`config.mk`:
```
export PLATFORM = sky130hd
export DESIGN_NAME = hbi_top
export DESIGN_NICKNAME = d
export VERILOG_FILES = /design/src/logic/hbi_pkg.sv /design/src/logic/hbi_top.sv
export SDC_FILE = /design/constraint.sdc
export NUM_CORES = 1
export LEC_CHECK = 0
export ABC_AREA = 1
export BUFFER_PORTS_ARGS = -buffer_cell sky130_fd_sc_hd__buf_2
export CAP_MARGIN = 20
export CORE_AREA = 5 5 122 124
export CTS_CLUSTER_SIZE = 25
export DETAILED_ROUTE_END_ITERATION = 12
export DIE_AREA = 0 0 127 129
export PLACE_DENSITY_LB_ADDON = 0.12
export RECOVER_POWER = 50
export SKIP_CTS_REPAIR_TIMING = 1
export SYNTH_ARGS = -nofsm -noshare
export SYNTH_HDL_FRONTEND = slang
export SYNTH_SLANG_ARGS = --single-unit
```
`constraint.sdc`:
```
create_clock -name clk -period 1.8 [get_ports clk]
set_input_delay 0.54 -clock clk [delete_from_list [all_inputs] [get_ports clk]]
set_output_delay 0.54 -clock clk [all_outputs]
set_load 0.005 [all_outputs]
```
`src/logic/hbi_pkg.sv`:
```
// constants and types for the host bus interface and strap block
package hbi_pkg;
    // ------------------------------------------------------------------
    // timing
    // ------------------------------------------------------------------
    localparam int CLK_PERIOD_NS = 50;
    localparam int RDY_WAIT_NS   = 100;
    localparam int RDY_WAIT_CYC  =
        (RDY_WAIT_NS + CLK_PERIOD_NS - 1) / CLK_PERIOD_NS < 1 ? 1 :
        (RDY_WAIT_NS + CLK_PERIOD_NS - 1) / CLK_PERIOD_NS;
    // ------------------------------------------------------------------
    // register offsets (byte addresses on the register bus)
    // ------------------------------------------------------------------
    localparam logic [11:0] OFS_STRAP  = 12'h000;
    localparam logic [11:0] OFS_MISC   = 12'h004;
    localparam logic [11:0] OFS_CRT11  = 12'h008;
    localparam logic [11:0] OFS_VSW    = 12'h00C;
    localparam logic [11:0] OFS_COMPAT = 12'h010;
    localparam logic [11:0] OFS_STATUS = 12'h014;
    // ------------------------------------------------------------------
    // field positions and reset values
    // ------------------------------------------------------------------
    localparam int STRAP_BUS_TYPE = 0;
    localparam int STRAP_ROM      = 1;
    localparam int STRAP_OSC      = 2;
    localparam int STRAP_MEMCLK   = 3;
    localparam int STRAP_NOWAIT   = 4;
    localparam int MISC_CLK_LO    = 2;
    localparam int CRT11_IRQ_EN   = 5;
    localparam int COMPAT_LEGACY  = 0;
    localparam int COMPAT_SEL_LO  = 1;
    localparam int COMPAT_IRQ_POL = 7;
    localparam int ST_IRQ         = 0;
    localparam int ST_BUSY        = 1;
    localparam int ST_DAC_LO      = 2;
    localparam int ST_SENSE       = 4;
    localparam int ST_SETUP_EN    = 5;
    localparam logic [7:0] STRAP_RST = 8'hFF;
    localparam logic [1:0] DAC_ST_READ  = 2'h3;
    localparam logic [1:0] DAC_ST_WRITE = 2'h0;
    localparam logic [1:0] DOT_SEL_EXT  = 2'h1;
    // ------------------------------------------------------------------
    // host bus decode addresses
    // ------------------------------------------------------------------
    localparam logic [15:0] IO_FEAT     = 16'h03C2;
    localparam logic [15:0] IO_DAC_LO   = 16'h03C6;
    localparam logic [15:0] IO_DAC_RDX  = 16'h03C7;
    localparam logic [15:0] IO_DAC_WRX  = 16'h03C8;
    localparam logic [15:0] IO_DAC_HI   = 16'h03C9;
    localparam logic [15:0] IO_SETUP_LO = 16'h0100;
    localparam logic [15:0] IO_SETUP_EN = 16'h0102;
    localparam logic [15:0] IO_SETUP_HI = 16'h0107;
    localparam logic [19:0] ROM_LO  = 20'hC0000;
    localparam logic [19:0] ROM_HI  = 20'hC7FFF;
    localparam logic [19:0] DISP_LO = 20'hA0000;
    localparam logic [19:0] DISP_HI = 20'hBFFFF;
    // ready sequencer states, gray coded along idle-wait-end
    typedef enum logic [1:0] {
        RDY_IDLE = 2'h0,
        RDY_WAIT = 2'h1,
        RDY_END  = 2'h3
    } hbi_rdy_t;
endpackage : hbi_pkg

```
`src/logic/hbi_top.sv`:
```
// host bus interface: straps, bus decode, ready, irq, palette, clock picks
//
// Function
// - latch eight bus lines at bus reset fall
// - strap bit zero picks bus style
// - strap bit one enables boot rom select
// - strap bit two: clock pins in or out
// - strap bit three picks memory clock source while strap bit two is set
// - strap bit four low enables zero wait
// - buffer enable low, direction high in reset
// - zero wait: address pin doubles as sense
// - rom select pin muxed with no-wait
// - zero wait: sense pin is system clock
// - ready low, then high, then released
// - frame irq set at vsync, cleared rewrite
// - address enable: io valid or mem/io
// - refresh low blocks memory accesses
// - alternate bus status decode and command
// - setup strobe: only setup ports respond
// - palette read strobe, own answer 3C7
// - palette write strobe on four ports
// - internal mode picks dot clock by misc
// - external mode drives picks, fixed inputs
// - legacy mode reads virtual switch bit
//
// The address map and the APB slave port were chosen for this implementation.
`timescale 1ns/1ps
module hbi_top #(
    parameter int RDY_CYC = hbi_pkg::RDY_WAIT_CYC
) (
    // system
    input  wire logic        clk,
    input  wire logic        rst,
    // register bus
    input  wire logic        psel,
    input  wire logic        penable,
    input  wire logic        pwrite,
    input  wire logic [11:0] paddr,
    input  wire logic [31:0] pwdata,
    output logic      [31:0] prdata,
    output logic             pready,
    output logic             pslverr,
    // host bus pins
    input  wire logic [11:0] bus_addr_hi,
    input  wire logic [7:0]  ad_bus,
    output logic      [7:0]  ad_drv,
    output logic             ad_drv_oe_n,
    input  wire logic        io_rd_n,
    input  wire logic        io_wr_n,
    input  wire logic        mem_rd_n,
    input  wire logic        mem_wr_n,
    input  wire logic        addr_en,
    input  wire logic        refresh_n,
    input  wire logic        bus_reset,
    input  wire logic        sense_pin,
    // buffer, strobe and status pins
    output logic             addr_buf_en_n,
    output logic             xcvr_write_n,
    output logic             boot_rom_sel_n,
    output logic             rdy_lvl,
    output logic             rdy_oe_n,
    output logic             irq_pin,
    output logic             dac_rd_n,
    output logic             dac_wr_n,
    // clock selection
    output logic             ext_clk_pick_lo,
    output logic             ext_clk_pick_hi,
    output logic             ext_clk_pick_oe_n,
    output logic      [1:0]  dot_clk_sel,
    output logic             mem_clk_sel,
    // video timing
    input  wire logic        vsync
);
    import hbi_pkg::*;

    localparam int PIN_W = 28;

    typedef struct packed {
        logic [PIN_W-1:0] sy1;
        logic [PIN_W-1:0] sy2;
        logic             brst_d;
        logic             sclk_d;
        logic [7:0]       strap;
        logic [7:0]       misc;
        logic [7:0]       crt11;
        logic [7:0]       vsw;
        logic [7:0]       compat;
        logic             setup_en;
        logic             irq_flag;
        logic [1:0]       dac_state;
        logic [19:0]      addr_lat;
        logic             sense_lat;
        logic             hit_d;
        hbi_rdy_t         st;
        logic [7:0]       wcnt;
        logic             nowait_n;
        logic             rom_sel;
        logic             rom_pin_n;
        logic             irq_out;
        logic             dac_rd_n;
        logic             dac_wr_n;
        logic [7:0]       ad_drv;
        logic             ad_oe_n;
        logic             buf_en_n;
        logic             write_n;
        logic [1:0]       dot_sel;
        logic             mem_sel;
        logic [1:0]       pick;
        logic             pick_oe_n;
        logic [31:0]      prdata;
        logic             pslverr;
    } hbi_state_t;

    hbi_state_t r_r;
    hbi_state_t r_nxt;

    // ------------------------------------------------------------------
    // synchronised pins
    // ------------------------------------------------------------------
    logic [11:0] s_ahi;
    logic [7:0]  s_ad;
    logic        s_iord_n;
    logic        s_iowr_n;
    logic        s_memr_n;
    logic        s_memw_n;
    logic        s_aen;
    logic        s_rfsh_n;
    logic        s_brst;
    logic        s_sense;

    // only the second stage is ever unpacked
    assign {s_ahi, s_ad, s_iord_n, s_iowr_n, s_memr_n, s_memw_n,
            s_aen, s_rfsh_n, s_brst, s_sense} = r_r.sy2;

    // ------------------------------------------------------------------
    // host bus decode
    // ------------------------------------------------------------------
    logic        isa;
    logic        zws;
    logic        osc;
    logic [15:0] io_a;
    logic        alt_mem;
    logic        alt_rd;
    logic        alt_wr;
    logic        alt_cmd;
    logic        alt_setup;
    logic        io_rd;
    logic        io_wr;
    logic        mem_rd;
    logic        mem_wr;
    logic        setup_acc;
    logic        pal_hit;
    logic        pal_rd;
    logic        pal_wr;
    logic        own_rd;
    logic        rom_hit;
    logic        disp_hit;
    logic        card_rd;
    logic        card_wr;
    logic        sense_val;
    logic        feat_bit;
    logic        crt_wr;

    assign isa  = r_r.strap[STRAP_BUS_TYPE];
    assign zws  = !r_r.strap[STRAP_NOWAIT];
    assign osc  = r_r.strap[STRAP_OSC];
    assign io_a = r_r.addr_lat[15:0];

    // alternate bus: status pair, memory/io pin, command and setup
    assign alt_mem   = s_aen;
    assign alt_rd    = !s_memr_n && s_memw_n;
    assign alt_wr    = s_memr_n && !s_memw_n;
    assign alt_cmd   = !isa && !s_iord_n;
    assign alt_setup = !isa && !s_iowr_n;

    // isa io needs the address enable low; setup blocks everything else
    assign io_rd = isa ? (!s_iord_n && !s_aen)
                       : (alt_cmd && !alt_mem && alt_rd && !alt_setup);
    assign io_wr = isa ? (!s_iowr_n && !s_aen)
                       : (alt_cmd && !alt_mem && alt_wr && !alt_setup);
    assign mem_rd = s_rfsh_n && (isa ? !s_memr_n
                  : (alt_cmd && alt_mem && alt_rd && !alt_setup));
    assign mem_wr = s_rfsh_n && (isa ? !s_memw_n
                  : (alt_cmd && alt_mem && alt_wr && !alt_setup));
    assign setup_acc = alt_setup && alt_cmd && !alt_mem &&
                       io_a >= IO_SETUP_LO && io_a <= IO_SETUP_HI;

    assign pal_hit = io_a >= IO_DAC_LO && io_a <= IO_DAC_HI;
    assign pal_rd  = r_r.setup_en && io_rd && pal_hit &&
                     io_a != IO_DAC_RDX;
    assign pal_wr  = r_r.setup_en && io_wr && pal_hit;
    assign own_rd  = (r_r.setup_en && io_rd &&
                      (io_a == IO_DAC_RDX || io_a == IO_FEAT)) ||
                     (setup_acc && alt_rd);
    // rom select qualifies the range and the refresh-gated memory read internally
    assign rom_hit = isa && r_r.strap[STRAP_ROM] && mem_rd &&
                     r_r.addr_lat >= ROM_LO && r_r.addr_lat <= ROM_HI;
    assign disp_hit = r_r.setup_en &&
                      r_r.addr_lat >= DISP_LO && r_r.addr_lat <= DISP_HI;
    assign card_rd = pal_rd || own_rd || rom_hit || (disp_hit && mem_rd);
    assign card_wr = pal_wr || (setup_acc && alt_wr) ||
                     (disp_hit && mem_wr) || (r_r.setup_en && io_wr &&
                     (io_a == IO_DAC_RDX || io_a == IO_DAC_WRX));

    // sense: plain pin, or the address pin while the buffer is off
    assign sense_val = zws ? r_r.sense_lat : s_sense;
    assign feat_bit  = r_r.compat[COMPAT_LEGACY] ?
        r_r.vsw[r_r.compat[COMPAT_SEL_LO +: 3]] : sense_val;
    assign crt_wr    = psel && penable && pwrite && paddr == OFS_CRT11;

    // ------------------------------------------------------------------
    // next state
    // ------------------------------------------------------------------
    always_comb begin
        r_nxt     = r_r;
        r_nxt.sy1 = {bus_addr_hi, ad_bus, io_rd_n, io_wr_n, mem_rd_n,
                     mem_wr_n, addr_en, refresh_n, bus_reset, sense_pin};
        r_nxt.sy2 = r_r.sy1;

        // configuration caught on the falling edge of bus reset
        r_nxt.brst_d = s_brst;
        if (r_r.brst_d && !s_brst) begin
            r_nxt.strap = s_ad;
        end

        // address held while the buffer faces the bus; a8 is sense otherwise
        if (!r_r.buf_en_n) begin
            r_nxt.addr_lat = {s_ahi, s_ad};
        end else if (zws) begin
            r_nxt.sense_lat = s_ahi[0];
        end

        // buffer and transceiver: 00 idle, 10 write in, 11 read out
        r_nxt.buf_en_n = card_rd || card_wr;
        r_nxt.write_n  = card_rd;
        if (s_brst) begin
            r_nxt.buf_en_n = 1'b0;
            r_nxt.write_n  = 1'b1;
        end

        // own read data for the dac state, feature and setup ports
        r_nxt.ad_oe_n = !own_rd;
        if (io_a == IO_DAC_RDX) begin
            r_nxt.ad_drv = {6'h00, r_r.dac_state};
        end else if (io_a == IO_FEAT) begin
            r_nxt.ad_drv = {3'h0, feat_bit, 4'h0};
        end else begin
            r_nxt.ad_drv = {7'h00, r_r.setup_en};
        end

        // dac mode follows the last index port written
        if (r_r.setup_en && io_wr && io_a == IO_DAC_RDX) begin
            r_nxt.dac_state = DAC_ST_READ;
        end else if (r_r.setup_en && io_wr && io_a == IO_DAC_WRX) begin
            r_nxt.dac_state = DAC_ST_WRITE;
        end
        if (setup_acc && alt_wr && io_a == IO_SETUP_EN) begin
            r_nxt.setup_en = s_ad[0];
        end

        // palette strobes
        r_nxt.dac_rd_n = !pal_rd;
        r_nxt.dac_wr_n = !pal_wr;

        // no-wait changes only on a rising system clock edge
        r_nxt.sclk_d = s_sense;
        if (zws && s_sense && !r_r.sclk_d) begin
            r_nxt.nowait_n = !(isa && disp_hit && mem_wr);
        end
        r_nxt.rom_sel = rom_hit;
        if (!isa) begin
            r_nxt.rom_pin_n = !(card_rd || card_wr);
        end else if (zws && !s_memw_n) begin
            r_nxt.rom_pin_n = r_r.nowait_n;
        end else begin
            r_nxt.rom_pin_n = !r_r.rom_sel;
        end

        // ready sequencer: hold low, then high one cycle, then release
        r_nxt.hit_d = card_rd || card_wr;
        case (r_r.st)
            RDY_IDLE: begin
                if ((card_rd || card_wr) && !r_r.hit_d) begin
                    r_nxt.st   = RDY_WAIT;
                    r_nxt.wcnt = 8'(RDY_CYC - 1);
                end
            end
            RDY_WAIT: begin
                if (r_r.wcnt == 8'h00) begin
                    r_nxt.st = RDY_END;
                end else begin
                    r_nxt.wcnt = r_r.wcnt - 8'h01;
                end
            end
            RDY_END: begin
                r_nxt.st = RDY_IDLE;
            end
            default: begin
                r_nxt.st = RDY_IDLE;
            end
        endcase

        // frame irq: a vsync in the clearing cycle still sets it
        r_nxt.irq_flag = (r_r.irq_flag && !crt_wr) ||
                         (vsync && r_r.crt11[CRT11_IRQ_EN]);
        r_nxt.irq_out  = r_r.irq_flag ^ !isa ^
                         r_r.compat[COMPAT_IRQ_POL];

        // clock picks
        r_nxt.dot_sel   = osc ? r_r.misc[MISC_CLK_LO +: 2]
                              : DOT_SEL_EXT;
        r_nxt.mem_sel   = osc && !r_r.strap[STRAP_MEMCLK];
        r_nxt.pick      = r_r.misc[MISC_CLK_LO +: 2];
        r_nxt.pick_oe_n = osc;

        // register bus: writes in the access phase
        if (psel && penable && pwrite) begin
            case (paddr)
                OFS_MISC:   r_nxt.misc   = pwdata[7:0];
                OFS_CRT11:  r_nxt.crt11  = pwdata[7:0];
                OFS_VSW:    r_nxt.vsw    = pwdata[7:0];
                OFS_COMPAT: r_nxt.compat = pwdata[7:0];
                default:    r_nxt.misc   = r_r.misc;
            endcase
        end
        // read data and error prepared in the setup phase
        if (psel && !penable) begin
            r_nxt.pslverr = 1'b0;
            case (paddr)
                OFS_STRAP:  r_nxt.prdata = {24'h000000, r_r.strap};
                OFS_MISC:   r_nxt.prdata = {24'h000000, r_r.misc};
                OFS_CRT11:  r_nxt.prdata = {24'h000000, r_r.crt11};
                OFS_VSW:    r_nxt.prdata = {24'h000000, r_r.vsw};
                OFS_COMPAT: r_nxt.prdata = {24'h000000, r_r.compat};
                OFS_STATUS: begin
                    r_nxt.prdata = 32'h00000000;
                    r_nxt.prdata[ST_IRQ]      = r_r.irq_flag;
                    r_nxt.prdata[ST_BUSY]     = r_r.st != RDY_IDLE;
                    r_nxt.prdata[ST_DAC_LO+:2] = r_r.dac_state;
                    r_nxt.prdata[ST_SENSE]    = feat_bit;
                    r_nxt.prdata[ST_SETUP_EN] = r_r.setup_en;
                end
                default: begin
                    r_nxt.prdata  = 32'h00000000;
                    r_nxt.pslverr = 1'b1;
                end
            endcase
        end

        // synchronous reset values
        if (rst) begin
            r_nxt           = '0;
            // sync stages start at idle pin levels, no false strobe
            r_nxt.sy1       = '1;
            r_nxt.sy2       = '1;
            r_nxt.brst_d    = 1'b1;
            r_nxt.sclk_d    = 1'b1;
            r_nxt.strap     = STRAP_RST;
            r_nxt.write_n   = 1'b1;
            r_nxt.ad_oe_n   = 1'b1;
            r_nxt.dac_rd_n  = 1'b1;
            r_nxt.dac_wr_n  = 1'b1;
            r_nxt.nowait_n  = 1'b1;
            r_nxt.rom_pin_n = 1'b1;
            r_nxt.setup_en  = 1'b1;
            r_nxt.pick_oe_n = 1'b1;
            r_nxt.st        = RDY_IDLE;
        end
    end

    // single state register
    always_ff @(posedge clk) begin
        r_r <= r_nxt;
    end

    // ------------------------------------------------------------------
    // outputs
    // ------------------------------------------------------------------
    assign prdata            = r_r.prdata;
    assign pready            = 1'b1;   // every access completes at once
    assign pslverr           = r_r.pslverr;
    assign ad_drv            = r_r.ad_drv;
    assign ad_drv_oe_n       = r_r.ad_oe_n;
    assign addr_buf_en_n     = r_r.buf_en_n;
    assign xcvr_write_n      = r_r.write_n;
    assign boot_rom_sel_n    = r_r.rom_pin_n;
    assign rdy_lvl           = r_r.st == RDY_END;
    assign rdy_oe_n          = r_r.st == RDY_IDLE;
    assign irq_pin           = r_r.irq_out;
    assign dac_rd_n          = r_r.dac_rd_n;
    assign dac_wr_n          = r_r.dac_wr_n;
    assign ext_clk_pick_lo   = r_r.pick[0];
    assign ext_clk_pick_hi   = r_r.pick[1];
    assign ext_clk_pick_oe_n = r_r.pick_oe_n;
    assign dot_clk_sel       = r_r.dot_sel;
    assign mem_clk_sel       = r_r.mem_sel;
endmodule : hbi_top

```
==> summary.txt <==
Global route
  – Largest net degree at the start of global routing: 75
  – Overall Global Routing Usage: 0.180
  – Met3 Use GR: 0.0440
  – GRT overflow: 0
  – Most Crowded Layer GR: met2
  – Met2 usage: 0.300
  – M1 GR Usage: 0.227
  – Antenna violations before repair: 0
  – Vias in the first global route: 5,053
  – Global-route wire length before repair: 23,800 um

Cells and area
  – Non-Filler Instances: 1,104
  – Register area: 3210 sq um
  – Fill count: 1,321
  – Multi-input combinational cell area: 2760 sq um
  – Proportion of layout cells with a drive suffix above 1: 0.285
  – # nets final: 992
  – Final Cell Area: 7770 sq um
  – Diodes inserted: 0
  – Synth-to-layout area growth: 18.2%

Timing
  – Count of final setup violators: 0
  – Fin crit share: 0.957
  – Max Slew Vio Count: 0
  – Total Neg Setup Slack: 0 ns
  – Min Tclk post-route: 1.72 ns
  – Final Hold Viols: 0
  – Worst hold slack: 0.300 ns
  – Clock Skew: 0.00696 ns
  – Fmax: 0.580 GHz
  – RSZ-0062 raised after global routing: true

Clocking
  – TritonCTS buffer count: 17
  – Clk buf depth: 2
  – Maximum level of the CTS H-tree: 4
  – CTS root buffer: clkbuf_16
  – Skew-Pair Late Insertion Delay: 0.42 ns
  – Clock slew at reported path FFs: 0.06 ns
  – CTS Sinks: 160
  – CTS tree: built

Floorplanning
  – Starting Density: 0.481
  – Die height: 129 um
  – Total die area: 16,400 sq um
  – Die width: 127 um
  – Core area: 13,700 sq um
  – # IOs: 135
  – Row Count: 43

Pwr
  – PwrDens: 988 nW/um^2
  – Max rail drop VDD: 0.603 mV
  – Static leakage: 0.00334 uW
  – Final Power: 7680 uW

Yosys
  – Syn_area_per_cell: 8.02 sq um
  – Dominant combinational cell family by area after synthesis: simple AND/OR/NAND/NOR gates
  – Synth top area share: 0.487
  – Post-Synth Adder-Cell Area: 0.00381
  – Dominant cells by area after synthesis: dfxtp_1, or2_2, nor2_1
  – Synth async-reset ratio: 0
  – Cell with the most instances after synthesis: dfxtp_1
  – Post-synth top cells: dfxtp_1, nor2_1, nand2_1, inv_1, o21ai_0
  – Synthesized area: 6580 sq um
  – Area leader, netlist: dfxtp_1
  – Post-synthesis mux area share: 0
  – Post-synthesis compound-gate area fraction: 0.144
  – Post-synth EDFFs: 0
  – Simple-gate share of the synthesized area: 0.238
  – XOR/XNOR share of the synthesized area: 0.00400
  – Yosys warns: 0
  – Mapped Cells: 820
  – Yosys cell types: 43
  – Flop and latch count out of synthesis: 160
  – Register area share after synthesis: 0.487
  – Prevailing post-synth register cell: dfxtp_1

Detailed routing
  – Vias per cell: 4.86
  – Vias: 5,363
  – # DRC: 0
  – Drt first-iter violations: 374
  – Final WL: 14,600 um
  – WL/cell: 13.2 um
  – Remaining antenna violation count: 0
  – Router iterations before antenna repair: 5

Run
  – Max-cap violations: 0

Worst setup path
  – WP data required: 2.11 ns
  – Slowest-stage cell, CP: dfxtp_1
  – Worst-path fanout max: 8
  – Element type at the critical path end: flop
  – Startpoint Class: flop
  – Critical path's top delay family: simple AND/OR/NAND/NOR gates
  – Worst setup path class: reg -> reg
  – WP buf/inv: 0
  – Critical path, cell by cell: nor2_4, nand3_2, nor2_4, nand2_2, nor3_2, nor2_2, nand2_2, nand2_4, nand2_8, nand3_1, nand2_1, nor2_2
  – CP max stage delay: 0.33 ns
  – Worst EP arrival: 2.04 ns

Placed design
  – HPWL Detailed: 10,500 um
  – Routability cong.: 0.863
  – Placed Instances: 1,072
  – Port Buf Inserts: 80
  – Placed instance area: 7140 sq um

Hold path
  – HP Class: in -> reg

Status
  – Outcome: complete, no violations
-- worst reg2reg max path, cell delays in order (launching register included) --
cell     delay [ns]
dfxtp_1        0.33
nor2_4         0.16
nand3_2        0.11
nor2_4         0.16
nand2_2        0.08
nor3_2         0.23
nor2_2         0.07
nand2_2        0.09
nand2_4        0.09
nand2_8        0.11
nand3_1        0.08
nand2_1        0.08
nor2_2         0.03
-- sequential cells by signal, indices dropped and copies added, names as in the netlist, 2 cells and up --
register / count
ad_drv: 3
r_r: 116
prdata: 8
dot_clk_sel: 2
io_a: 16
-- layout make-up --
class | count | share of cell area
clock buffers | 20 | 0.0562
flip-flops and latches | 160 | 0.413
repair buffers | 116 | 0.0887
well taps | 180 | 0.0290
inverters | 89 | 0.0430
multi-input cells | 528 | 0.355
clock inverters | 11 | 0.0151
-- stage by stage --
stage          setup WS (ns)   util
2_1_floorplan        0.00418      -
3_3_place_gp          -0.234  0.523
3_5_place_dp          -0.297  0.523
4_1_cts              -0.0696  0.563
5_1_grt               -0.121  0.569
6_report              0.0767  0.569
-- power breakdown --
part	leakage (uW)	internal, uW	switching (uW)
Sequential	0.00131	3670	73.5
Clock	0.000269	2020	1350
Combinational	0.00176	236	324
-- logic make-up after synthesis --
family | after synthesis
other cells | 2
buf+inv | 161
xor+xnor | 3
fa+ha+maj | 2
flops | 160
simple gates | 326
compound gates | 166
-- routing by layer --
layer,vias up,share of wire
li1,2757,-
met1,2422,0.44
met2,161,0.47
met3,23,0.067
met4,0,0.019
met5,-,0
-- worst paths after layout --
path,cells after the start,endpoint,from,slack [ns]
worst max-delay path,12,r_r[63],io_a[5],0.08
worst min-delay path,2,r_r[167],mem_rd_n,0.30
worst max register to register,12,r_r[63],io_a[5],0.08
worst min register to register,1,r_r[146],r_r[174],0.40
-- cells in the final DEF, fill, tap and decap left out, types with 8 or more instances in the layout --
| master | n |
|---|---|
| dfxtp_1 | 156 |
| nand2_1 | 88 |
| nor2_1 | 86 |
| inv_1 | 80 |
| buf_2 | 80 |
| o21ai_0 | 64 |
| or2_2 | 60 |
| a21oi_1 | 56 |
| nand3_1 | 38 |
| buf_4 | 32 |
| conb_1 | 30 |
| clkbuf_16 | 17 |
| nor2_2 | 12 |
| nor3_1 | 9 |
| o22ai_1 | 9 |
| nand2_2 | 8 |
| inv_2 | 8 |
| a211oi_1 | 8 |
| a21oi_2 | 8 |
(Power assumes the default switching activity.)
